--- config.mk ---
export PLATFORM = sky130hd
export DESIGN_NAME = mtar_top
export DESIGN_NICKNAME = d
export VERILOG_FILES = /design/src/core/mtar_pkg.sv /design/src/core/mtar_top.sv
export VERILOG_INCLUDE_DIRS = /design/src /design/src/core
export SDC_FILE = /design/constraint.sdc
export NUM_CORES = 2
export LEC_CHECK = 0
export ABC_AREA = 0
export BUFFER_PORTS_ARGS = -buffer_cell sky130_fd_sc_hd__buf_2
export CORE_MARGIN = 2
export CORE_UTILIZATION = 55
export DETAILED_ROUTE_END_ITERATION = 7
export HOLD_SLACK_MARGIN = 0.03
export PLACE_DENSITY = 0.74
export SYNTH_ARGS = -nofsm -noshare
export SYNTH_HDL_FRONTEND = slang
export SYNTH_SLANG_ARGS = --single-unit
export TNS_END_PERCENT = 100
--- constraint.sdc ---
create_clock -name hclk -period 6.2 [get_ports hclk]
set_input_delay 1.86 -clock hclk [delete_from_list [all_inputs] [get_ports hclk]]
set_output_delay 1.86 -clock hclk [all_outputs]
set_load 0.03 [all_outputs]
--- src/core/mtar_map.svh ---
`ifndef MTAR_MAP_SVH
`define MTAR_MAP_SVH
// register byte addresses
`define MTAR_A_CTRL 12'h000
`define MTAR_A_ENA 12'h004
`define MTAR_A_TRIP 12'h008
`define MTAR_A_LIM 12'h00c
`define MTAR_A_DLY_LD 12'h010
`define MTAR_A_DLY_TH 12'h014
`define MTAR_A_DLY_EL 12'h018
`define MTAR_A_THR0 12'h020
`define MTAR_A_THR1 12'h024
`define MTAR_A_THR2 12'h028
`define MTAR_A_THR3 12'h02c
`define MTAR_A_THR4 12'h030
`define MTAR_A_THR5 12'h034
`define MTAR_A_RATED 12'h038
`define MTAR_A_MEAS0 12'h040
`define MTAR_A_MEAS1 12'h044
`define MTAR_A_MEAS2 12'h048
`define MTAR_A_MEAS3 12'h04c
`define MTAR_A_RETRY 12'h050
`define MTAR_A_MAXI 12'h054
`define MTAR_A_MAXT 12'h058
`define MTAR_A_TIME 12'h05c
// protection function bit positions
`define MTAR_F_OVL 0
`define MTAR_F_OVH 1
`define MTAR_F_UNB 2
`define MTAR_F_PLS 3
`define MTAR_F_JAM 4
`define MTAR_F_UND 5
`define MTAR_F_LST 6
`define MTAR_F_OVC 7
`define MTAR_F_STL 8
`define MTAR_F_GND 9
`define MTAR_F_REV 10
`define MTAR_F_CFG 11
// group membership masks
`define MTAR_M_LOAD 12'h1f0
`define MTAR_M_THERM 12'h003
`define MTAR_M_ELEC 12'h60c
`define MTAR_M_VOLATILE 12'hc00
// retry limit codes and defaults
`define MTAR_LIM_UNL 4'hf
`define MTAR_LIM_MAX 4'ha
`define MTAR_LIM_RST 12'h0f0
`define MTAR_DLY_LD_RST 16'h003c
`define MTAR_DLY_TH_RST 16'h01e0
`define MTAR_DLY_EL_RST 16'h04b0
// enable and threshold reset values
`define MTAR_ENA_RST 12'hfff
`define MTAR_THR_RST 16'hffff
// success window, seconds
`define MTAR_OK_SEC 16'h003c
// timebase: 1 s at 50 MHz
`define MTAR_CLK_HZ 50000000
`define MTAR_TICK_SEC 1
`endif

--- src/core/mtar_pkg.sv ---
package mtar_pkg;
   typedef logic [15:0] mtar_val_t;
   typedef logic [11:0] mtar_fn_t;
endpackage

--- src/core/mtar_top.sv ---
// Decided for this implementation: register access over AHB-Lite and the register addresses.
`timescale 1ns/1ps
`include "mtar_map.svh"
// Summary of operation
// RULE_01 - overload resets when thermal capacity below its reset threshold, no margin
// RULE_02 - overheat resets when motor temperature below its reset threshold, no margin
// RULE_03 - unbalance resets when unbalance below unbalance level minus five percent
// RULE_04 - phase loss resets when unbalance below loss level minus five percent
// RULE_05 - jam, overcurrent, stall reset when max current below level minus margin
// RULE_06 - undercurrent resets when average current above level plus five percent
// RULE_07 - long start, reversal, config reset when average below 30% rated current
// RULE_08 - ground resets when ground current below its level minus margin
// RULE_09 - hysteresis margin is five percent of the trip level
// RULE_10 - a disabled function always meets its reset condition
// RULE_11 - load, thermal and electrical groups auto-reset independently
// RULE_12 - auto reset clears only tripped functions whose conditions hold
// RULE_13 - delay starts at trip; reset at later of expiry and conditions met
// RULE_14 - unlimited code retries forever, else stop after limit attempts
// RULE_15 - group fires only when every tripped function's condition holds
// RULE_16 - retry count increments per attempt, clears one minute after success
// RULE_17 - retry limit 0 to 10 or unlimited; defaults 0, unlimited, 0
// RULE_18 - delay 0 to 65535 s; defaults 60, 480, 1200 s
// RULE_19 - report currents, track maximum current with its timestamp
// RULE_20 - report upstream voltage presence
// RULE_21 - reset command clears satisfied functions, others stay tripped
// RULE_22 - trip status kept over power cycle except reversal and configuration
// RULE_23 - conditions and timers evaluated on a common one second tick
// RULE_24 - attempt leaving trips in place fails and counts another retry
module mtar_grp (
   input wire logic hclk, // clock
   input wire logic hresetn, // async reset, low
   input wire logic tick, // one second strobe
   input wire logic new_trip, // a trip entered this group
   input wire logic tripped, // any function of the group tripped
   input wire logic all_ok, // every tripped function may reset
   input wire logic [3:0] limit, // retry limit code
   input wire logic [15:0] delay, // delay seconds
   output logic fire, // one-cycle auto reset strobe
   output logic [3:0] retries // retry count
);
   logic [15:0] sec_q;
   logic [15:0] ok_q;
   logic [3:0] cnt_q;
   logic wait_q;
   logic ready;
   // delay elapsed, conditions met, retry budget left
   assign ready = tripped && (sec_q >= delay) && all_ok // [RULE_13] [RULE_15]
      && ((limit == `MTAR_LIM_UNL) || (cnt_q < limit)); // [RULE_14]
   assign fire = tick && ready; // [RULE_23]
   assign retries = cnt_q;
   // delay timer restarts at each trip
   always_ff @(posedge hclk or negedge hresetn) begin
      if (!hresetn) begin
         sec_q <= 16'h0000;
      end else if (new_trip) begin
         sec_q <= 16'h0000; // [RULE_13]
      end else if (tick && tripped && sec_q != 16'hffff) begin
         sec_q <= sec_q + 16'h0001;
      end
   end
   // retry counter and success window
   always_ff @(posedge hclk or negedge hresetn) begin
      if (!hresetn) begin
         cnt_q <= 4'h0;
         ok_q <= 16'h0000;
         wait_q <= 1'b0;
      end else begin
         if (fire) begin
            if (cnt_q != 4'hf) cnt_q <= cnt_q + 4'h1; // [RULE_16] [RULE_24]
            ok_q <= 16'h0000;
            wait_q <= 1'b1;
         end else if (new_trip || tripped) begin
            ok_q <= 16'h0000;
         end else if (wait_q && tick) begin
            if (ok_q + 16'h0001 >= `MTAR_OK_SEC) begin
               cnt_q <= 4'h0; // [RULE_16]
               wait_q <= 1'b0;
            end else begin
               ok_q <= ok_q + 16'h0001;
            end
         end
      end
   end
endmodule

module mtar_top
   import mtar_pkg::*;
#(
   parameter int unsigned TICK_CYC = `MTAR_CLK_HZ * `MTAR_TICK_SEC
) (
   input wire logic hclk, // clock
   input wire logic hresetn, // async reset, low
   input wire logic hsel, // slave select
   input wire logic [31:0] haddr, // address
   input wire logic [1:0] htrans, // transfer type
   input wire logic hwrite, // write
   input wire logic [2:0] hsize, // size
   input wire logic [31:0] hwdata, // write data
   input wire logic hready, // bus ready
   output logic [31:0] hrdata, // read data
   output logic hreadyout, // slave ready
   output logic hresp, // response
   input wire mtar_pkg::mtar_fn_t trip_in, // trip detection pulses
   input wire logic [15:0] i_ph1, // phase 1 current
   input wire logic [15:0] i_ph2, // phase 2 current
   input wire logic [15:0] i_ph3, // phase 3 current
   input wire logic [15:0] i_avg, // average current
   input wire logic [15:0] i_gnd, // ground current
   input wire logic [15:0] unbal, // current unbalance
   input wire logic [15:0] therm_cap, // thermal capacity
   input wire logic [15:0] motor_temp, // motor temperature
   input wire logic upstream_v, // upstream voltage pin
   input wire logic cold_start, // power-up, not a warm restart
   input wire mtar_pkg::mtar_fn_t trip_keep, // retained trips after power cycle
   output mtar_pkg::mtar_fn_t tripped, // tripped status
   output logic upstream_ok // upstream voltage present
);
   import mtar_pkg::*;
   // -----------------------------------------------------------------
   // bus slave
   // -----------------------------------------------------------------
   logic [11:0] a_q;
   logic w_q;
   logic [31:0] rd_q;
   logic man_rst, clr_max;
   mtar_fn_t ena_q, trip_q, ok;
   logic [11:0] lim_q;
   mtar_val_t dly_q [3];
   mtar_val_t thr_q [6];
   mtar_val_t rated_q;
   logic [31:0] time_q, maxt_q;
   mtar_val_t imax_q, imax_now;
   logic [2:0] fire;
   logic [3:0] rtr [3];
   logic [31:0] tick_q;
   logic tick;
   logic up_s1, up_s2;
   logic keep_q;
   assign hreadyout = 1'b1;
   assign hresp = 1'b0;
   assign hrdata = rd_q;
   // address phase capture
   always_ff @(posedge hclk or negedge hresetn) begin
      if (!hresetn) begin
         a_q <= 12'h000;
         w_q <= 1'b0;
      end else if (hready) begin
         a_q <= haddr[11:0];
         w_q <= hsel && htrans[1] && hwrite;
      end
   end
   // read data in address phase, unmapped reads zero
   always_ff @(posedge hclk or negedge hresetn) begin
      if (!hresetn) begin
         rd_q <= 32'h00000000;
      end else if (hready && hsel && htrans[1] && !hwrite) begin
         unique case (haddr[11:0])
            `MTAR_A_ENA: rd_q <= {20'h00000, ena_q};
            `MTAR_A_TRIP: rd_q <= {20'h00000, trip_q};
            `MTAR_A_LIM: rd_q <= {20'h00000, lim_q};
            `MTAR_A_DLY_LD: rd_q <= {16'h0000, dly_q[0]};
            `MTAR_A_DLY_TH: rd_q <= {16'h0000, dly_q[1]};
            `MTAR_A_DLY_EL: rd_q <= {16'h0000, dly_q[2]};
            `MTAR_A_THR0: rd_q <= {16'h0000, thr_q[0]};
            `MTAR_A_THR1: rd_q <= {16'h0000, thr_q[1]};
            `MTAR_A_THR2: rd_q <= {16'h0000, thr_q[2]};
            `MTAR_A_THR3: rd_q <= {16'h0000, thr_q[3]};
            `MTAR_A_THR4: rd_q <= {16'h0000, thr_q[4]};
            `MTAR_A_THR5: rd_q <= {16'h0000, thr_q[5]};
            `MTAR_A_RATED: rd_q <= {16'h0000, rated_q};
            `MTAR_A_MEAS0: rd_q <= {i_ph2, i_ph1}; // [RULE_19]
            `MTAR_A_MEAS1: rd_q <= {i_avg, i_ph3};
            `MTAR_A_MEAS2: rd_q <= {i_gnd, unbal};
            `MTAR_A_MEAS3: rd_q <= {15'h0000, upstream_ok, 16'h0000}; // [RULE_20]
            `MTAR_A_RETRY: rd_q <= {20'h00000, rtr[2], rtr[1], rtr[0]};
            `MTAR_A_MAXI: rd_q <= {16'h0000, imax_q};
            `MTAR_A_MAXT: rd_q <= maxt_q;
            `MTAR_A_TIME: rd_q <= time_q;
            default: rd_q <= 32'h00000000;
         endcase
      end
   end
   assign man_rst = w_q && a_q == `MTAR_A_CTRL && hwdata[0];
   assign clr_max = w_q && a_q == `MTAR_A_CTRL && hwdata[1];
   // configuration registers
   always_ff @(posedge hclk or negedge hresetn) begin
      if (!hresetn) begin
         ena_q <= `MTAR_ENA_RST;
         lim_q <= `MTAR_LIM_RST; // [RULE_17]
         dly_q[0] <= `MTAR_DLY_LD_RST; // [RULE_18]
         dly_q[1] <= `MTAR_DLY_TH_RST;
         dly_q[2] <= `MTAR_DLY_EL_RST;
         for (int k = 0; k < 6; k++) thr_q[k] <= `MTAR_THR_RST;
         rated_q <= 16'h0000;
      end else if (w_q) begin
         unique case (a_q)
            `MTAR_A_ENA: ena_q <= hwdata[11:0];
            `MTAR_A_LIM: begin
               for (int g = 0; g < 3; g++) begin
                  // out-of-range codes other than unlimited are clamped
                  if (hwdata[4*g +: 4] <= `MTAR_LIM_MAX || hwdata[4*g +: 4] == `MTAR_LIM_UNL)
                     lim_q[4*g +: 4] <= hwdata[4*g +: 4]; // [RULE_17]
                  else
                     lim_q[4*g +: 4] <= `MTAR_LIM_MAX;
               end
            end
            `MTAR_A_DLY_LD: dly_q[0] <= hwdata[15:0];
            `MTAR_A_DLY_TH: dly_q[1] <= hwdata[15:0];
            `MTAR_A_DLY_EL: dly_q[2] <= hwdata[15:0];
            `MTAR_A_THR0: thr_q[0] <= hwdata[15:0];
            `MTAR_A_THR1: thr_q[1] <= hwdata[15:0];
            `MTAR_A_THR2: thr_q[2] <= hwdata[15:0];
            `MTAR_A_THR3: thr_q[3] <= hwdata[15:0];
            `MTAR_A_THR4: thr_q[4] <= hwdata[15:0];
            `MTAR_A_THR5: thr_q[5] <= hwdata[15:0];
            `MTAR_A_RATED: rated_q <= hwdata[15:0];
            default: ;
         endcase
      end
   end
   // -----------------------------------------------------------------
   // timebase, upstream voltage, maximum current
   // -----------------------------------------------------------------
   always_ff @(posedge hclk or negedge hresetn) begin
      if (!hresetn) begin
         tick_q <= 32'h00000000;
         time_q <= 32'h00000000;
      end else if (tick) begin
         tick_q <= 32'h00000000;
         time_q <= time_q + 32'h00000001;
      end else begin
         tick_q <= tick_q + 32'h00000001;
      end
   end
   assign tick = (tick_q == TICK_CYC - 1); // [RULE_23]
   // two-stage synchroniser on the upstream pin
   always_ff @(posedge hclk or negedge hresetn) begin
      if (!hresetn) begin
         up_s1 <= 1'b0;
         up_s2 <= 1'b0;
      end else begin
         up_s1 <= upstream_v;
         up_s2 <= up_s1;
      end
   end
   assign upstream_ok = up_s2; // [RULE_20]
   assign imax_now = (i_ph1 > i_ph2) ? ((i_ph1 > i_ph3) ? i_ph1 : i_ph3)
      : ((i_ph2 > i_ph3) ? i_ph2 : i_ph3);
   // highest current since clear, with its time
   always_ff @(posedge hclk or negedge hresetn) begin
      if (!hresetn) begin
         imax_q <= 16'h0000;
         maxt_q <= 32'h00000000;
      end else if (clr_max) begin
         imax_q <= 16'h0000;
         maxt_q <= time_q;
      end else if (imax_now > imax_q) begin
         imax_q <= imax_now; // [RULE_19]
         maxt_q <= time_q;
      end
   end
   // -----------------------------------------------------------------
   // reset conditions
   // -----------------------------------------------------------------
   function automatic logic below_hys(input logic [15:0] v, input logic [15:0] lvl);
      logic [20:0] lhs, rhs;
      lhs = {5'h00, v} * 21'h000014;
      rhs = {5'h00, lvl} * 21'h000013; // [RULE_09] v < 0.95 lvl
      return lhs < rhs;
   endfunction
   function automatic logic above_hys(input logic [15:0] v, input logic [15:0] lvl);
      logic [20:0] lhs, rhs;
      lhs = {5'h00, v} * 21'h000014;
      rhs = {5'h00, lvl} * 21'h000015; // [RULE_09] v > 1.05 lvl
      return lhs > rhs;
   endfunction
   logic low_avg;
   logic [22:0] avg10, rat3;
   assign avg10 = {7'h00, i_avg} * 23'h00000a;
   assign rat3 = {7'h00, rated_q} * 23'h000003;
   assign low_avg = avg10 < rat3; // [RULE_07]
   // thresholds: 0 thermal, 1 overheat, 2 unbalance, 3 loss, 4 jam/ovc/stall, 5 under/ground
   logic [11:0] cond;
   always_comb begin
      cond = 12'h000;
      cond[`MTAR_F_OVL] = therm_cap < thr_q[0]; // [RULE_01]
      cond[`MTAR_F_OVH] = motor_temp < thr_q[1]; // [RULE_02]
      cond[`MTAR_F_UNB] = below_hys(unbal, thr_q[2]); // [RULE_03]
      cond[`MTAR_F_PLS] = below_hys(unbal, thr_q[3]); // [RULE_04]
      cond[`MTAR_F_JAM] = below_hys(imax_now, thr_q[4]); // [RULE_05]
      cond[`MTAR_F_OVC] = below_hys(imax_now, thr_q[4]); // [RULE_05]
      cond[`MTAR_F_STL] = below_hys(imax_now, thr_q[4]); // [RULE_05]
      cond[`MTAR_F_UND] = above_hys(i_avg, thr_q[5]); // [RULE_06]
      cond[`MTAR_F_LST] = low_avg;
      cond[`MTAR_F_REV] = low_avg;
      cond[`MTAR_F_CFG] = low_avg;
      cond[`MTAR_F_GND] = below_hys(i_gnd, thr_q[5]); // [RULE_08]
   end
   assign ok = cond | ~ena_q; // [RULE_10]
   // -----------------------------------------------------------------
   // auto reset groups and trip status
   // -----------------------------------------------------------------
   logic [11:0] gmask [3];
   assign gmask[0] = `MTAR_M_LOAD;
   assign gmask[1] = `MTAR_M_THERM;
   assign gmask[2] = `MTAR_M_ELEC;
   mtar_fn_t clr;
   genvar gi;
   generate
      for (gi = 0; gi < 3; gi++) begin : g_grp
         mtar_grp u_grp ( // [RULE_11]
            .hclk(hclk),
            .hresetn(hresetn),
            .tick(tick),
            .new_trip(|(trip_in & ena_q & gmask[gi])),
            .tripped(|(trip_q & gmask[gi])),
            .all_ok(((trip_q & gmask[gi]) & ~ok) == 12'h000), // [RULE_15]
            .limit(lim_q[4*gi +: 4]),
            .delay(dly_q[gi]),
            .fire(fire[gi]),
            .retries(rtr[gi])
         );
      end
   endgenerate
   // a reset request clears only satisfied functions of its scope
   assign clr = ok & ((man_rst ? 12'hfff : 12'h000) | (fire[0] ? gmask[0] : 12'h000)
      | (fire[1] ? gmask[1] : 12'h000) | (fire[2] ? gmask[2] : 12'h000)); // [RULE_12] [RULE_21]
   // retained trips loaded one cycle after reset release
   always_ff @(posedge hclk or negedge hresetn) begin
      if (!hresetn) begin
         trip_q <= 12'h000;
         keep_q <= 1'b1;
      end else begin
         keep_q <= 1'b0;
         if (keep_q)
            trip_q <= cold_start ? (trip_keep & ~`MTAR_M_VOLATILE) : trip_keep; // [RULE_22]
         else
            trip_q <= (trip_q & ~clr) | (trip_in & ena_q); // set wins over clear
      end
   end
   assign tripped = trip_q;
   a_clear_ok: assert property (@(posedge hclk) disable iff (!hresetn) // [RULE_21]
      (!keep_q && $past(!keep_q) && $fell(trip_q[`MTAR_F_JAM])) |-> $past(ok[`MTAR_F_JAM]))
      else $error("jam cleared without condition");
   a_disabled_ok: assert property (@(posedge hclk) disable iff (!hresetn) // [RULE_10]
      (ena_q != `MTAR_ENA_RST) |-> ((~ena_q & ~ok) == 12'h000))
      else $error("disabled function not satisfied");
   a_fire_tick: assert property (@(posedge hclk) disable iff (!hresetn) // [RULE_23]
      |fire |-> tick)
      else $error("auto reset off tick");
   a_fire_all_ok: assert property (@(posedge hclk) disable iff (!hresetn) // [RULE_15]
      (fire[0] && !(|(trip_in & `MTAR_M_LOAD))) |=> !(|(trip_q & `MTAR_M_LOAD)))
      else $error("load group still tripped after auto reset");
   a_lim_range: assert property (@(posedge hclk) disable iff (!hresetn) // [RULE_17]
      lim_q[3:0] <= `MTAR_LIM_MAX || lim_q[3:0] == `MTAR_LIM_UNL)
      else $error("load limit out of range");
   a_retry_stop: assert property (@(posedge hclk) disable iff (!hresetn) // [RULE_14]
      (fire[0] && lim_q[3:0] != `MTAR_LIM_UNL) |-> rtr[0] < lim_q[3:0])
      else $error("load retry beyond limit");
   a_retry_inc: assert property (@(posedge hclk) disable iff (!hresetn) // [RULE_16]
      (fire[0] && rtr[0] != 4'hf) |=> rtr[0] == $past(rtr[0]) + 4'h1)
      else $error("retry count not incremented");
   a_max_track: assert property (@(posedge hclk) disable iff (!hresetn) // [RULE_19]
      (!clr_max && imax_now > imax_q) |=> imax_q == $past(imax_now))
      else $error("maximum current not tracked");
   a_up_sync: assert property (@(posedge hclk) disable iff (!hresetn) // [RULE_20]
      upstream_ok == $past(upstream_v, 2))
      else $error("upstream status mismatch");
endmodule

Word-level counts from Yosys, hierarchy flattened

Cells that the tools add are included.
W data, S select, Z words.

Add/sub/neg operators: 11
$mul: 11
Divide/modulo/power cells: 0
$lt $le $gt $ge: 24
Eq/ne operators: 55
Shifts and indexed selects: 0
Multiplexer cells: 63
Bitwise logic cells: 14
Reductions and logical operators: 83

Operators with widths:

| cell                    | count |
|---|---|
| $pmux W32 S21           | 1 |
| $mux W16                | 23 |
| $eq A12 B6 Y1 const B   | 14 |
| $mul A16 B5 Y21 const B | 5 |
| $add A16 B1 Y16 const B | 6 |
| $eq A12 B7 Y1 const B   | 8 |
| $mux W32                | 3 |
| $mul A16 B3 Y19 const B | 5 |
| $lt A21 B21 Y1          | 4 |
| $eq A12 B5 Y1 const B   | 6 |
| $mux W4                 | 18 |
| $add A32 B1 Y32 const B | 2 |
| $gt A16 B16 Y1          | 4 |
| $ge A16 B16 Y1          | 3 |
| $ge A16 B6 Y1 const B   | 3 |
| $logic_not A12 Y1       | 4 |
| $ne A16 B16 Y1 const B  | 3 |
| $and A12 B12 Y12        | 3 |
| $eq A12 B4 Y1 const B   | 3 |
| $mux W12                | 3 |
| $not A12 Y12            | 3 |
| $eq A32 B26 Y1 const B  | 1 |
| $lt A16 B16 Y1          | 2 |
| $reduce_and A2 Y1       | 15 |
| other kinds (33)        | 119 |

Bits in registers: 467
Bits in latches: 0
RAM bits: 0
ROM bits: 0
Output and inout port bits: 47
Memories kept: 0

Logic depth before layout (Yosys ltp)

Depth in word-level cells: 21
Mapped depth: 35
Gate-level depth less buffers: 31

Modules after synthesis

From an unflattened synthesis, not the netlist that was laid out.

Cells, all modules: 4244
Area total of the unflattened synthesis: 39779.4 um2

Modules (own cells, without submodules):

| module   | instances | cells each | area an instance (um2) | seq. area each (um2) |
|---|---|---|---|---|
| mtar_top | 1         | 3392       | 32223.4                | 9064.9 |
| mtar_grp | 3         | 284        | 2518.7                 | 925.9 |

Worst setup path before layout

OpenSTA, ideal clock, no wires.

Kind: input to register
From: input port i_ph2[2]
To: register trip_q[8], in the netlist tripped[8]
Setup time: 126 ps
Data arrival time: 7938 ps
Data required time: 6074 ps
Slack: -1864 ps
Stages on the path: 35
Buffers on the path: 4
Cell sequence: inv_1 -> ha_1 -> a21o_1 -> a221o_1 -> a221o_1 -> a22oi_1 -> or3_1 -> clkbuf_1 -> and2_1 -> clkbuf_1 -> buf_2 -> a21oi_1 -> ha_1 -> ha_1 -> inv_1 -> fa_1 -> nor2b_1 -> o21ai_0 -> a21boi_0 -> o41ai_1 -> o21ai_0 -> o21ba_2 -> a21o_1 -> a21oi_1 -> xnor2_1 -> ha_1 -> a21o_1 -> a21oi_1 -> nor2_1 -> nor3_1 -> nand4_1 -> a31oi_1 -> buf_2 -> nor2_1 -> a221o_1

Longest elaborated chain between the ends: 21

Ends and longest elaborated chain:

| element              | RTL line        | text |
|---|---|---|
| start, declared      | mtar_top.sv:105 | `input wire logic [15:0] i_ph2,` |
| $gt A16 B16 Y1       | mtar_top.sv:248 | `: ((i_ph2 > i_ph3) ? i_ph2 : i_ph3);` |
| $mux W16             | mtar_top.sv:248 |  |
| $mux W16 *           | mtar_top.sv:247 | `assign imax_now = (i_ph1 > i_ph2) ? ((i_ph1 > i_ph3) ? i_ph1 : i_ph3)` |
| $mul A16 B3 Y19 *    | mtar_top.sv:267 | `lhs = {5'h00, v} * 21'h000014;` |
| $lt A21 B21 Y1 *     | mtar_top.sv:269 | `return lhs < rhs;` |
| $or A12 B12 Y12 *    | mtar_top.sv:299 | `assign ok = cond \| ~ena_q;` |
| $not A12 Y12         | mtar_top.sv:317 | `.all_ok(((trip_q & gmask[gi]) & ~ok) == 12'h000),` |
| $and A9 B12 Y12      | mtar_top.sv:317 |  |
| [... 5 more ...]     | -               |  |
| $or A12 B9 Y12       | mtar_top.sv:326 | `assign clr = ok & ((man_rst ? 12'hfff : 12'h000) \| (fire[0] ? gmask[0] : 12'h000)` |
| $or A12 B2 Y12       | mtar_top.sv:327 | `\| (fire[1] ? gmask[1] : 12'h000) \| (fire[2] ? gmask[2] : 12'h000));` |
| $or A12 B11 Y12      | mtar_top.sv:327 |  |
| $and A12 B12 Y12 *   | mtar_top.sv:326 |  |
| $not A12 Y12 *       | mtar_top.sv:338 | `trip_q <= (trip_q & ~clr) \| (trip_in & ena_q);` |
| $and A12 B12 Y12 *   | mtar_top.sv:338 |  |
| $or A12 B12 Y12 *    | mtar_top.sv:338 |  |
| $mux W12 *           | mtar_top.sv:335 | `if (keep_q)` |
| end signal, assigned | mtar_top.sv:336 | `` trip_q <= cold_start ? (trip_keep & ~`MTAR_M_VOLATILE) : trip_keep; `` |
| end signal, assigned | mtar_top.sv:338 |  |
| end, declared        | mtar_top.sv:126 | `mtar_fn_t ena_q, trip_q, ok;` |

Mark *: on every way between the ends. The rest lies on a longest branch, timed or not.
A chain may end at the register's enable or synchronous reset.

Worst setup path after layout

From: input port i_ph2[2]
To: register g_grp[0].u_grp.cnt_q[2]

Longest elaborated chain between the ends: 14

Ends and longest elaborated chain:

| element                                        | RTL line        | text |
|---|---|---|
| $gt A16 B16 Y1                                 | mtar_top.sv:248 |  |
| $mux W16                                       | mtar_top.sv:248 |  |
| $mux W16 *                                     | mtar_top.sv:247 |  |
| $mul A16 B3 Y19 *                              | mtar_top.sv:267 |  |
| $lt A21 B21 Y1 *                               | mtar_top.sv:269 |  |
| $or A12 B12 Y12 *                              | mtar_top.sv:299 |  |
| $not A12 Y12 *                                 | mtar_top.sv:317 |  |
| $and A9 B12 Y12 *                              | mtar_top.sv:317 |  |
| $logic_not A12 Y1 *                            | mtar_top.sv:317 |  |
| $logic_and A1 B1 Y1 * (2 in a row)             | mtar_top.sv:47  | `assign ready = tripped && (sec_q >= delay) && all_ok` |
| $logic_and A1 B1 Y1 *                          | mtar_top.sv:49  | `assign fire = tick && ready;` |
| $ne A2 B2 Y1 (no line) (tied with other cells) | -               |  |
| $reduce_and A4 Y1 (no line)                    | -               |  |
| end signal, assigned                           | mtar_top.sv:69  | `if (cnt_q != 4'hf) cnt_q <= cnt_q + 4'h1;` |
| end, declared                                  | mtar_top.sv:43  | `logic [3:0] cnt_q;` |

Marks and branches as above.

==> results.toml <==
[outcome]
status = "complete, but fails checks"
violations = "design-rule violations, negative setup slack"

[synthesis]
yosysSeqAreaShare_pct = 30.2
synth_area_per_cell_um2 = 9.00
synth_top_flop_cell = "dfrtp_1"
synth_cell_types = 97
yosys_register_bits = 467
synth.area.top_cells = "dfrtp_1 (22%), ha_1 (19%), dfstp_2 (8.4%)"
netlist_area_um2 = 39200
synth_edf_count = 0
netlist_instances = 4356
netlist.area_leader.share_pct = 21.8
ys_warn_count = 0
synth_async_sr_flop_share_pct = 100
synth.largest_area_cell = "dfrtp_1"

[grt]
overflow = 0
grt_max_degree = 120
grt.total_usage_pct = 37.4
antenna_found_initial = 10
grt_pass1_vias = 34300
grt_pass1_wl_mm = 208

[detailed_routing]
drt_iter0_drc = 3817
first_pass_iters = 8
ant_nets = 0
avgViaCountPerCell = 6.22
wire_per_inst_um = 24.1
vias = 36200
drc = 2
routed_wl_mm = 140

[timing]
fin_setup_tns_ns = -10.16
finalCritPeriodShare_pct = 118
setup_viol = 10
finalClockSkew_ns = 0.0455
hold_slack_ns = 0.349
worst_slew_pin_slew_ns = 1.25
max_freq_mhz = 137
rsz0062_at_grt = "yes"
fin_ws_ns = -1.09
fin_crit_ns = 7.29
finalHoldViolCount = 0
max_slew_margin_pct = 16.0
drv_slew = 0

[critical_path]
worstSetupStartpointType = "input pin"
critical_path.max_stage_delay_ns = 0.35
cp_slowest_cell = "a221o_1"
arrival_ns = 7.81
reg2reg_setup_slack_ns = 0.08
reg2reg_to = "g_grp[0].u_grp.retries[2]"
critPathKind = "in -> reg"
worstPathMaxFanout = 6
r2r-start = "thr_q[7]"
reg2regPathDepth = 26
cp.required_ns = 6.72
cp-end-kind = "register"

[final_layout]
fin_cells = 5812
final_area_um2 = 45900
finalCoreUtilization_pct = 65.4
drive_above_1_share_pct = 20.2
area_delta_synth_final_pct = 17.2
layout.nets = 5712

[placed_design]
pre_cts_slack_ns = -1.97
dpl-instance-area_um2 = 43400
port_buffers = 232
hpwl_mm = 110
dp_cells = 5679
place.gp.congestion = 1.04

[hold_path]
holdPathStages = 0
worstHoldStart = "up_s1"
hold_class = "reg -> reg"
worstHoldEndpoint = "upstream_ok"

[clock_tree]
holdBufCountCts = 0
worstSkewPairLatency_ns = 0.66
numClockSinks = 467
clk_pin_slew_worst_paths_ns = 0.06
cts_buffers = 53
cts_tree = "yes"
h-tree-depth = 2
cts_root_buf = "clkbuf_16"
clock_path_buffers = 3

[floorplan]
start_util_pct = 55.8
fp-row-count = 97
die_w_um = 271
die_h_um = 271
die-area_um2 = 73400
ioPinCount = 275
core_um2 = 70300

[job]
maxCapViolations = 0

[pwr]
power.density_nw_per_um2 = 224
p_leak_nw = 23.1
power_mw = 10.3
worst_ir_drop_vdd_uv = 283
==> worst max-delay path by stage <==
stage | startpoint | endpoint | slack (ns)
6_report | i_ph2[2] | g_grp[0].u_grp.retries[2] | -1.09
4_1_cts | i_ph2[2] | g_grp[0].u_grp.retries[2] | -1.13
3_3_place_gp | i_ph3[5] | tripped[8] | -1.87
5_1_grt | i_ph2[2] | g_grp[0].u_grp.retries[2] | -1.32
3_5_place_dp | i_ph2[3] | tripped[8] | -1.97
2_1_floorplan | i_ph2[3] | tripped[8] | -1.25
==> cell usage after synthesis, drive strengths merged, types with 82 or more instances <==
cell type	n
a21oi	228
dfstp	125
clkbuf	114
a21o	85
nand4	82
xor2	109
dfrtp	342
xnor2	132
nor2	240
o21ai	288
ha	598
nor3	83
mux2	100
inv	518
nand3	106
a22oi	98
nand2	365
==> state kept, by name (all words and copies together) (netlist names), 16 cells and up <==
name,flops
thr_q,96
dly_q,48
g_grp.u_grp.ok_q,48
g_grp.u_grp.sec_q,48
hrdata,32
maxt_q,32
tick_q,32
time_q,32
imax_q,16
rated_q,16
==> metal layers <==
| metal | GRT usage, % | vias up | share of wire [%] |
|---|---|---|---|
| met1 | 46.6 | 17300 | 38 |
| li1 | - | 16500 | - |
| met4 | 23.7 | 10 | 7.9 |
| met5 | 0 | - | 0.046 |
| met3 | 9.20 | 512 | 10 |
| met2 | 58.0 | 1876 | 43 |
==> critical path, delay by kind of cell <==
family / cells / cell delay (ns)
buffers and inverters: 6 / 0.76
and+or+nand+nor: 7 / 1.03
adders and majority gates: 4 / 0.90
AOI/OAI and AO/OA: 16 / 3.13
xor gates and xnor gates: 1 / 0.14
==> cell usage in the layout (no fill, tap or decap), types with 13 or more instances in the layout <==
master	instances
a211oi_1	23
a21o_1	84
a21oi_1	214
a221oi_1	33
a222oi_1	20
a22o_1	49
a22oi_1	97
a31oi_1	26
and2_1	29
and3_1	40
buf_2	224
buf_4	283
buf_6	13
clkbuf_16	56
dfrtp_1	342
dfstp_2	125
fa_1	63
ha_1	581
ha_4	14
inv_1	505
mux2_2	98
mux2i_1	14
nand2_1	365
nand2b_1	32
nand3_1	104
nand4_1	81
nor2_1	231
nor2b_1	41
nor3_1	77
nor4_1	16
o211ai_1	27
o21a_1	34
o21ai_0	277
o21bai_1	15
o31ai_1	14
or3_1	48
xnor2_1	132
xor2_1	109
==> timing repair <==
action	4_1_cts	5_1_grt
endpoints found under the setup margin	12	64
gates resized for setup	37	72
setup buffers	16	10
pin swaps	26	38
gates cloned	0	3
==> final cells by class <==
class / count / area, µm²
Fill cell: 5831 / 24300
Antenna cell: 6 / 15.0
Timing Repair Buffer: 532 / 3630
Tap cell: 940 / 1180
Clock buffer: 76 / 1530
Multi-Input combinational cell: 3250 / 25500
Sequential cell: 467 / 11800
Inverter: 518 / 1960
Clock inverter: 23 / 274
==> cell families (layout without fill, tap and decap cells) <==
| kind of cell | Yosys count | count (layout) | synth area share, % |
|---|---|---|---|
| adders and majority gates | 662 | 662 | 22.4 |
| muxes | 115 | 115 | 3.30 |
| AOI/OAI and AO/OA | 1071 | 1071 | 18.0 |
| other | 2 | 9 | 0.0192 |
| DFF | 467 | 467 | 30.2 |
| xor gates and xnor gates | 241 | 241 | 5.39 |
| and+or+nand+nor | 1158 | 1158 | 14.5 |
| buffers and inverters | 640 | 1149 | 6.16 |
==> where the power goes <==
part	total, mW	switching, mW	internal [mW]
logic	3.48	1.81	1.67
clock network	3.27	1.41	1.86
registers	3.53	0.287	3.25
Note: power is estimated with default switching activity, not from simulation.
